**src/rtl/cecl_pkg.sv**
```systemverilog
// cecl_pkg: encodings, field layout, reset values and access codes
// for the core extended control register bank.
// assumes: included by every file of the bank, one 200 MHz core clock.
package cecl_pkg;

    // ------------------------------------------------------------
    // register encodings (op0, op1, crn, crm, op2)
    // ------------------------------------------------------------
    localparam logic [1:0] OP0_SYS      = 2'h3;
    localparam logic [2:0] OP1_EXT      = 3'h0;
    localparam logic [3:0] CRN_IMPDEF   = 4'hF;
    localparam logic [3:0] CRM_EXT      = 4'h1;
    localparam logic [2:0] OP2_EXT_LOW  = 3'h4;
    localparam logic [2:0] OP2_EXT_SEC  = 3'h5;
    localparam logic [2:0] OP1_PRIV     = 3'h6;
    localparam logic [3:0] CRM_PRIV     = 4'h8;
    localparam logic [2:0] OP2_PRIV     = 3'h1;

    // ------------------------------------------------------------
    // exception levels
    // ------------------------------------------------------------
    localparam logic [1:0] LEVEL0 = 2'h0;
    localparam logic [1:0] LEVEL1 = 2'h1;
    localparam logic [1:0] LEVEL2 = 2'h2;
    localparam logic [1:0] LEVEL3 = 2'h3;

    // ------------------------------------------------------------
    // lower control register layout
    // ------------------------------------------------------------
    localparam int LOW_WIDTH      = 29;
    localparam int POS_TLP_OFF    = 28;
    localparam int POS_TLP_AGGR   = 27;
    localparam int POS_TLB_ABORT  = 26;
    localparam int POS_THR_L2     = 24;
    localparam int POS_THR_L3     = 22;
    localparam int POS_THR_L4     = 20;
    localparam int POS_THR_MEM    = 18;
    localparam int POS_PF_OFF     = 15;
    localparam int POS_SS_DIST    = 12;
    localparam int POS_STS_OFF    = 9;
    localparam int POS_STI_OFF    = 8;
    localparam int POS_PREFETCH_AGGRESSIVENESS    = 6;
    localparam int POS_REGION_PREFETCH_AGGRESSIVENESS   = 4;
    localparam int POS_RPF_TRAIN  = 3;
    localparam int POS_LLC_EXT    = 0;

    localparam logic [28:0] LOW_RESET = 29'h0054_3000;
    localparam logic [28:0] LOW_WMASK = 29'h1FFC_B3F9;
    localparam logic [63:0] PRIV_RESET = 64'h0000_0000_0000_0000;

    // threshold code that turns direct streaming off
    localparam logic [1:0] THR_OFF    = 2'h3;
    localparam logic [1:0] THR_TOPSET = 2'h2;

    // ------------------------------------------------------------
    // access outcome
    // ------------------------------------------------------------
    typedef enum logic [1:0] {
        CECL_OK,
        CECL_UNDEF,
        CECL_TRAP_L2,
        CECL_TRAP_L3
    } cecl_result_t;

endpackage : cecl_pkg

```
**src/rtl/cecl_access_gate.sv**
```systemverilog
// cecl_access_gate: decodes a system register move and decides whether
// the current exception level and security state may perform it.
// assumes: inputs are stable for the cycle of the request.
`timescale 1ns/1ps
module cecl_access_gate
    import cecl_pkg::*;
(
    // instruction encoding
    input  wire logic [1:0]   op0,
    input  wire logic [2:0]   op1,
    input  wire logic [3:0]   crn,
    input  wire logic [3:0]   crm,
    input  wire logic [2:0]   op2,
    // processor state
    input  wire logic [1:0]   exceptionLevel,
    input  wire logic         nonSecure,
    input  wire logic         trapGeneral,
    input  wire logic         auxLevel2Enable,
    input  wire logic         auxLevel3Enable,
    // decode result
    output logic              hitLower,
    output logic              hitSecond,
    output logic              hitPrivate,
    output cecl_result_t      result
);

    // ------------------------------------------------------------
    // decode
    // ------------------------------------------------------------
    wire extGroup  = (op0 == OP0_SYS) && (op1 == OP1_EXT) && (crn == CRN_IMPDEF)
                     && (crm == CRM_EXT);
    wire privGroup = (op0 == OP0_SYS) && (op1 == OP1_PRIV) && (crn == CRN_IMPDEF)
                     && (crm == CRM_PRIV);

    assign hitLower   = extGroup && (op2 == OP2_EXT_LOW);
    assign hitSecond  = extGroup && (op2 == OP2_EXT_SEC);
    assign hitPrivate = privGroup && (op2 == OP2_PRIV);

    // ------------------------------------------------------------
    // permission
    // ------------------------------------------------------------
    // level 1 cannot run with trapGeneral set in non-secure state
    wire level1Absent = nonSecure && trapGeneral;
    wire level2Absent = !nonSecure;

    cecl_result_t extResult;
    cecl_result_t privResult;

    always_comb
    begin
        extResult = CECL_UNDEF;
        case (exceptionLevel)
            LEVEL0: extResult = CECL_UNDEF;
            LEVEL1:
            begin
                if (level1Absent)
                    extResult = CECL_UNDEF;
                else if (nonSecure && !auxLevel2Enable)
                    extResult = CECL_TRAP_L2;
                else if (!auxLevel3Enable)
                    extResult = CECL_TRAP_L3;
                else
                    extResult = CECL_OK;
            end
            LEVEL2:
            begin
                if (level2Absent)
                    extResult = CECL_UNDEF;
                else if (!auxLevel3Enable)
                    extResult = CECL_TRAP_L3;
                else
                    extResult = CECL_OK;
            end
            LEVEL3: extResult = CECL_OK;
            default: extResult = CECL_UNDEF;
        endcase
    end

    // private register: level 3 only, which is always secure
    assign privResult = (exceptionLevel == LEVEL3) ? CECL_OK : CECL_UNDEF;

    assign result = (hitLower || hitSecond) ? extResult :
                    hitPrivate              ? privResult : CECL_UNDEF;

endmodule : cecl_access_gate

```
**src/rtl/cecl_stream_scaler.sv**
```systemverilog
// cecl_stream_scaler: effective store streaming thresholds, codes below 2 raised
// by one step while this core is the only active requester in its cluster.
// assumes: soleRequester is a level from the cluster interface.
`timescale 1ns/1ps
module cecl_stream_scaler
    import cecl_pkg::*;
(
    // state
    input  wire logic         soleRequester,
    // programmed codes
    input  wire logic [1:0]   thrLevel2,
    input  wire logic [1:0]   thrLevel3,
    input  wire logic [1:0]   thrLevel4,
    input  wire logic [1:0]   thrMemory,
    // effective codes
    output logic [1:0]        effLevel2,
    output logic [1:0]        effLevel3,
    output logic [1:0]        effLevel4,
    output logic [1:0]        effMemory
);

    // ------------------------------------------------------------
    // one step up, never into the streaming-off code
    // ------------------------------------------------------------
    function automatic logic [1:0] cecl_scale(input logic [1:0] code, input logic sole);
        logic [1:0] up;
        up = code + 2'h1;
        if (sole && (code < THR_TOPSET))
            return up;
        return code;
    endfunction : cecl_scale

    assign effLevel2 = cecl_scale(thrLevel2, soleRequester);
    assign effLevel3 = cecl_scale(thrLevel3, soleRequester);
    assign effLevel4 = cecl_scale(thrLevel4, soleRequester);
    assign effMemory = cecl_scale(thrMemory, soleRequester);

endmodule : cecl_stream_scaler

```
**src/rtl/cecl_bank.sv**
```systemverilog
// cecl_bank: lower fields of the core extended control register, the
// all-zero second extended control register and the private control
// register, reached by system register moves; drives the field levels.
// assumes: one request per valid cycle, answered on the next edge.
`timescale 1ns/1ps
module cecl_bank
    import cecl_pkg::*;
(
    // clock and reset
    input  wire logic         clk,
    input  wire logic         reset,
    // system register move request
    input  wire logic         sysRegValid,
    input  wire logic         sysRegWrite,
    input  wire logic [1:0]   op0,
    input  wire logic [2:0]   op1,
    input  wire logic [3:0]   crn,
    input  wire logic [3:0]   crm,
    input  wire logic [2:0]   op2,
    input  wire logic [63:0]  writeData,
    // processor state
    input  wire logic [1:0]   exceptionLevel,
    input  wire logic         nonSecure,
    input  wire logic         trapGeneral,
    input  wire logic         auxLevel2Enable,
    input  wire logic         auxLevel3Enable,
    input  wire logic         soleRequester,
    // answer
    output logic              sysRegDone,
    output cecl_result_t      sysRegResult,
    output logic [63:0]       readData,
    // field levels
    output logic              transient_load_predict_off,
    output logic              transient_load_predict_aggressive,
    output logic              tlb_conflict_abort_enable,
    output logic [1:0]        store_stream_threshold_level2,
    output logic [1:0]        store_stream_threshold_level3,
    output logic [1:0]        store_stream_threshold_level4,
    output logic [1:0]        store_stream_threshold_memory,
    output logic              data_prefetch_off,
    output logic [1:0]        stride_prefetch_level2_distance,
    output logic              store_stride_prefetch_off,
    output logic              store_issue_prefetch_off,
    output logic [1:0]        prefetch_aggressiveness,
    output logic [1:0]        region_prefetch_aggressiveness,
    output logic              region_prefetch_off,
    output logic              region_prefetch_single_training,
    output logic              last_level_cache_external,
    output logic [63:0]       core_private_control_value
);

    // ------------------------------------------------------------
    // storage
    // ------------------------------------------------------------
    logic [28:0]  lowerReg;
    logic [63:0]  privReg;

    // ------------------------------------------------------------
    // decode and permission
    // ------------------------------------------------------------
    logic          hitLower;
    logic          hitSecond;
    logic          hitPrivate;
    cecl_result_t  gateResult;

    cecl_access_gate u_gate (
        .op0             (op0),
        .op1             (op1),
        .crn             (crn),
        .crm             (crm),
        .op2             (op2),
        .exceptionLevel  (exceptionLevel),
        .nonSecure       (nonSecure),
        .trapGeneral     (trapGeneral),
        .auxLevel2Enable (auxLevel2Enable),
        .auxLevel3Enable (auxLevel3Enable),
        .hitLower        (hitLower),
        .hitSecond       (hitSecond),
        .hitPrivate      (hitPrivate),
        .result          (gateResult)
    );

    wire granted    = sysRegValid && (gateResult == CECL_OK);
    wire writeLower = granted && sysRegWrite && hitLower;
    wire writePriv  = granted && sysRegWrite && hitPrivate;

    // reserved bits stay at zero whatever is written
    wire [28:0] next_lowerReg = (lowerReg & ~LOW_WMASK)
                              | (writeData[28:0] & LOW_WMASK);

    // second register reads zero; upper lower-register bits not held here
    wire [63:0] lowerRead  = {35'h0, lowerReg};
    wire [63:0] next_readData =
        (!granted || sysRegWrite) ? 64'h0000_0000_0000_0000 :
        hitLower                  ? lowerRead :
        hitPrivate                ? privReg   :
                                    64'h0000_0000_0000_0000;

    // ------------------------------------------------------------
    // register update
    // ------------------------------------------------------------
    always_ff @(posedge clk)
    begin
        if (reset)
        begin
            lowerReg <= LOW_RESET;
            privReg  <= PRIV_RESET;
        end
        else
        begin
            if (writeLower)
                lowerReg <= next_lowerReg;
            if (writePriv)
                privReg <= writeData;
        end
    end

    // ------------------------------------------------------------
    // answer
    // ------------------------------------------------------------
    always_ff @(posedge clk)
    begin
        if (reset)
        begin
            sysRegDone   <= 1'b0;
            sysRegResult <= CECL_OK;
            readData     <= 64'h0000_0000_0000_0000;
        end
        else
        begin
            sysRegDone   <= sysRegValid;
            sysRegResult <= sysRegValid ? gateResult : CECL_OK;
            readData     <= sysRegValid ? next_readData : 64'h0000_0000_0000_0000;
        end
    end

    // ------------------------------------------------------------
    // effective stream thresholds
    // ------------------------------------------------------------
    logic [1:0] effLevel2;
    logic [1:0] effLevel3;
    logic [1:0] effLevel4;
    logic [1:0] effMemory;

    cecl_stream_scaler u_scaler (
        .soleRequester (soleRequester),
        .thrLevel2     (lowerReg[POS_THR_L2 +: 2]),
        .thrLevel3     (lowerReg[POS_THR_L3 +: 2]),
        .thrLevel4     (lowerReg[POS_THR_L4 +: 2]),
        .thrMemory     (lowerReg[POS_THR_MEM +: 2]),
        .effLevel2     (effLevel2),
        .effLevel3     (effLevel3),
        .effLevel4     (effLevel4),
        .effMemory     (effMemory)
    );

    // region prefetcher stops at its most conservative code
    wire regionOff = (lowerReg[POS_REGION_PREFETCH_AGGRESSIVENESS +: 2] == THR_OFF);

    // ------------------------------------------------------------
    // field levels, one cycle behind the stored value
    // ------------------------------------------------------------
    always_ff @(posedge clk)
    begin
        if (reset)
        begin
            transient_load_predict_off        <= LOW_RESET[POS_TLP_OFF];
            transient_load_predict_aggressive <= LOW_RESET[POS_TLP_AGGR];
            tlb_conflict_abort_enable         <= LOW_RESET[POS_TLB_ABORT];
            store_stream_threshold_level2     <= LOW_RESET[POS_THR_L2 +: 2];
            store_stream_threshold_level3     <= LOW_RESET[POS_THR_L3 +: 2];
            store_stream_threshold_level4     <= LOW_RESET[POS_THR_L4 +: 2];
            store_stream_threshold_memory     <= LOW_RESET[POS_THR_MEM +: 2];
            data_prefetch_off                 <= LOW_RESET[POS_PF_OFF];
            stride_prefetch_level2_distance   <= LOW_RESET[POS_SS_DIST +: 2];
            store_stride_prefetch_off         <= LOW_RESET[POS_STS_OFF];
            store_issue_prefetch_off          <= LOW_RESET[POS_STI_OFF];
            prefetch_aggressiveness           <= LOW_RESET[POS_PREFETCH_AGGRESSIVENESS +: 2];
            region_prefetch_aggressiveness    <= LOW_RESET[POS_REGION_PREFETCH_AGGRESSIVENESS +: 2];
            region_prefetch_off               <= 1'b0;
            region_prefetch_single_training   <= LOW_RESET[POS_RPF_TRAIN];
            last_level_cache_external         <= LOW_RESET[POS_LLC_EXT];
            core_private_control_value        <= PRIV_RESET;
        end
        else
        begin
            transient_load_predict_off        <= lowerReg[POS_TLP_OFF];
            transient_load_predict_aggressive <= lowerReg[POS_TLP_AGGR];
            tlb_conflict_abort_enable         <= lowerReg[POS_TLB_ABORT];
            store_stream_threshold_level2     <= effLevel2;
            store_stream_threshold_level3     <= effLevel3;
            store_stream_threshold_level4     <= effLevel4;
            store_stream_threshold_memory     <= effMemory;
            data_prefetch_off                 <= lowerReg[POS_PF_OFF];
            stride_prefetch_level2_distance   <= lowerReg[POS_SS_DIST +: 2];
            store_stride_prefetch_off         <= lowerReg[POS_STS_OFF];
            store_issue_prefetch_off          <= lowerReg[POS_STI_OFF];
            prefetch_aggressiveness           <= lowerReg[POS_PREFETCH_AGGRESSIVENESS +: 2];
            region_prefetch_aggressiveness    <= lowerReg[POS_REGION_PREFETCH_AGGRESSIVENESS +: 2];
            region_prefetch_off               <= regionOff;
            region_prefetch_single_training   <= lowerReg[POS_RPF_TRAIN];
            last_level_cache_external         <= lowerReg[POS_LLC_EXT];
            core_private_control_value        <= privReg;
        end
    end

endmodule : cecl_bank

```
**config.mk**
```make
export PLATFORM = sky130hd
export DESIGN_NAME = cecl_bank
export DESIGN_NICKNAME = d
export VERILOG_FILES = /design/src/rtl/cecl_pkg.sv /design/src/rtl/cecl_access_gate.sv /design/src/rtl/cecl_stream_scaler.sv /design/src/rtl/cecl_bank.sv
export SDC_FILE = /design/constraint.sdc
export NUM_CORES = 1
export LEC_CHECK = 0
export ABC_AREA = 1
export BUFFER_PORTS_ARGS = -buffer_cell sky130_fd_sc_hd__buf_2
export CORE_MARGIN = 4
export CORE_UTILIZATION = 30
export CTS_CLUSTER_DIAMETER = 80
export CTS_CLUSTER_SIZE = 25
export DETAILED_ROUTE_END_ITERATION = 16
export PLACE_DENSITY = 0.62
export SKIP_LAST_GASP = 1
export SYNTH_ARGS = -nofsm -noshare
export SYNTH_HDL_FRONTEND = slang
export SYNTH_SLANG_ARGS = --single-unit
export TNS_END_PERCENT = 50
```
**constraint.sdc**
```tcl
create_clock -name clk -period 3.7 [get_ports clk]
set_input_delay 0.37 -clock clk [delete_from_list [all_inputs] [get_ports clk]]
set_output_delay 0.37 -clock clk [all_outputs]
set_load 0.02 [all_outputs]
```
==> impl_metrics.yaml <==
sta:
  finalMaxSlewViolations: 0
  final-hold-violation-count: 0
  finalSetupViolations: 0
  setup_tns_ns: 0
  fmax_mhz: 482
  fin_skew_ns: 0.0106
  grt_setup_unrepaired: "false"
  tightest_slew_ns: 0.875
  timing.hold.ws_ns: 0.113
  slew_headroom_pct: 41.7
  period_share_pct: 56.0
  fin_crit_ns: 2.07
cts:
  clock_latency_ns: 0.47
  postCtsHoldBufs: 0
  clkSinkCount: 240
  tritoncts: "yes"
  postCtsSetupBuffers: 0
  cts_buffers: 14
  clkTransAtPathRegs_ns: 0.09
  post_cts_resized: 0
  cts_buffer_depth: 3
  root_buffer: "clkbuf_16"
  cts_htree_levels: 1
global_route:
  grt_overflow: 0
  grt_pass1_wl_mm: 32.0
  grt_max_degree: 67
  met3_usage_pct: 3.35
  use_met1_pct: 17.4
  grt_pass1_vias: 6172
  busiest_layer: "met2"
  track_usage_pct: 13.7
  antenna_found_initial: 1
  grt_util_met2_pct: 23.4
setup_path:
  critical_path.most_common_cell: "nand2_1"
  slowest_stage: "buf_4"
  path_cells: "buf_2 > nor2_1 > nand2_1 > nor2_1 > nand2_1 > inv_2 > nand2_1 > nand2_1 > nand4_4 > buf_4 > nand2_1 > nand2_1 > nor2_1"
  critPathArrivalTime_ns: 2.48
  startpoint_type: "input port"
  endpoint_kind: "flip-flop"
  critical_path.max_fanout: 66
  crit_type: "input port to flip-flop"
  critical_path_required_ns: 4.11
  slowest_delay_ns: 0.47
  crit_buf_inv: 3
  crit_family: "simple AND/OR/NAND/NOR gates"
routing:
  vias: 6382
  ant_nets: 0
  firstDrtPassIters: 4
  drtIter0Drc: 318
  viasPerCell: 4.19
  drc: 0
  routedWlPerCell_um: 13.3
  wl_mm: 20.2
layout:
  multiInputGateArea_um2: 2370
  fin_cells: 1523
  ff_latch_area_um2: 4800
  final_core_util_pct: 38.1
  antennaDiodeCount: 0
  num-nets-final: 1280
  drive_gt1_share_pct: 23.7
  fillCellCount: 2665
  area_delta_synth_final_pct: 24.0
power_and_ir_drop:
  ir_worst_vdd_v: 0.000328
  p_leak_uw: 0.00507
  power_uw: 4350
  power.density_nw_per_um2: 450
run_status:
  status: "completed"
floorplanning:
  ios: 245
  dieHeight_um: 169
  die_area_um2: 28700
  start_util_pct: 30.7
  coreArea_um2: 25400
  fp-row-count: 58
  die_width_um: 169
placed_design:
  dpl.hpwl_mm: 13.7
  dp.cells: 1503
  io_buffers: 244
  gp_congestion: 0.781
flow_run:
  maxCapViolCount: 0
min_path:
  hp-class: "input port to flip-flop"
synth:
  synth-seq-area-share_pct: 61.6
  synth_top_area_share_pct: 61.6
  synth_flop_cell: "dfxtp_1"
  avgSynthCellArea_um2: 8.04
  synthTopCellsByCount: "308 x nor2_1, 240 x dfxtp_1, 200 x nand2_1, 95 x inv_1, 29 x nand4_1"
  synthCells: 970
  syn-num-nets: 1061
  ys.warnings.count: 0
  synth_area_um2: 7800
  yosys.area.top_type: "dfxtp_1"
  synthTopCellsByArea: "dfxtp_1 62%, nor2_1 15%, nand2_1 9.6%, inv_1 4.6%, nand4_1 2.3%"
  synth_edf_count: 0
  yosysMostFrequentCell: "nor2_1"
  ys_ff_latch: 240
  ys_types: 21
  async_reset_ff_share_pct: 0
==> registers in the layout (all words and copies together), names as in the netlist, 2 cells and up <==
register and flops:
sysRegResult 2, region_prefetch_aggressiveness 2, privReg 64, stride_prefetch_level2_distance 2, lowerReg 22, store_stream_threshold_level3 2
store_stream_threshold_level2 2, store_stream_threshold_level4 2, prefetch_aggressiveness 2, core_private_control_value 64, store_stream_threshold_memory 2, readData 64
==> report_power, final <==
| group | total (uW) | internal, uW | switching [uW] |
|---|---|---|---|
| logic | 135 | 48.9 | 86.5 |
| clock network | 1630 | 778 | 850 |
| registers | 2590 | 2590 | 1.22 |
| total | 4350 | 3410 | 938 |
==> worst reg2reg max path, cell delays in order (launching register included) <==
cell and delay, ns:
dfxtp_1 0.35, nor2_1 0.14, o21ai_0 0.08, a21oi_1 0.16
==> metrics by stage <==
stage / cell area [um2] / setup slack, ns
CTS: 9680 / 1.62
detailed placement: 9250 / 1.15
finish: 9680 / 1.63
global route: 9680 / 1.35
global placement: 9250 / 1.21
floorplan: 7800 / 2.03
==> final cells by class <==
class,count,share of cell area [%]
clock buffers,17,4.06
clock inverters,3,0.375
inverters,98,3.81
multi-input cells,582,24.5
flip-flops and latches,240,49.7
well taps,330,4.27
repair buffers,253,13.3
==> layout by cell type (no fill, tap or decap) <==
cell	Yosys	layout
nor2_1	308	306
inv_1	95	95
nand3_4	0	1
inv_12	0	1
nor2_2	1	3
dfxtp_1	240	240
a21oi_1	5	5
nand4_4	0	1
xnor2_1	3	3
nand2_1	200	200
inv_6	0	1
buf_4	6	10
nor2_4	1	1
nor3_1	1	1
clkbuf_8	0	1
or2_2	2	2
clkinv_2	0	1
o21ai_1	22	22
nand3_1	7	6
nand4_1	29	29
clkbuf_16	0	15
inv_2	3	2
clkbuf_1	19	1
o21ai_0	2	2
buf_2	14	243
inv_8	0	1
==> kinds of logic (layout without fill, tap and decap cells) <==
| kind of cell | Yosys count | in the layout | share of synthesized area (%) |
|---|---|---|---|
| xor+xnor | 3 | 3 | 0.337 |
| flops | 240 | 240 | 61.6 |
| compound gates | 29 | 29 | 1.86 |
| simple gates | 550 | 550 | 27.8 |
| buf+inv | 148 | 371 | 8.40 |
==> per-layer routing <==
metal / up-vias / part of all wire [%]
li1: 3318 / -
met1: 2867 / 44
met2: 171 / 47
met3: 24 / 7.7
met4: 2 / 1.5
met5: - / 0.035
==> path summary, 6_finish.rpt <==
kind                            cells after the start                                     endpoint  slack (ns)                      start
worst max-delay path                               13                     privReg[39]$_SDFFE_PP0P_        1.63                     op1[0]
worst min-delay path                                3                     privReg[60]$_SDFFE_PP0P_        0.11              writeData[60]
worst min register to register                      2        prefetch_aggressiveness[1]$_SDFF_PP0_        0.45   lowerReg[7]$_SDFFE_PP0P_
worst max register to register                      3  store_stream_threshold_level2[0]$_SDFF_PP0_        2.89  lowerReg[25]$_SDFFE_PP0P_
(Power assumes the default switching activity.)
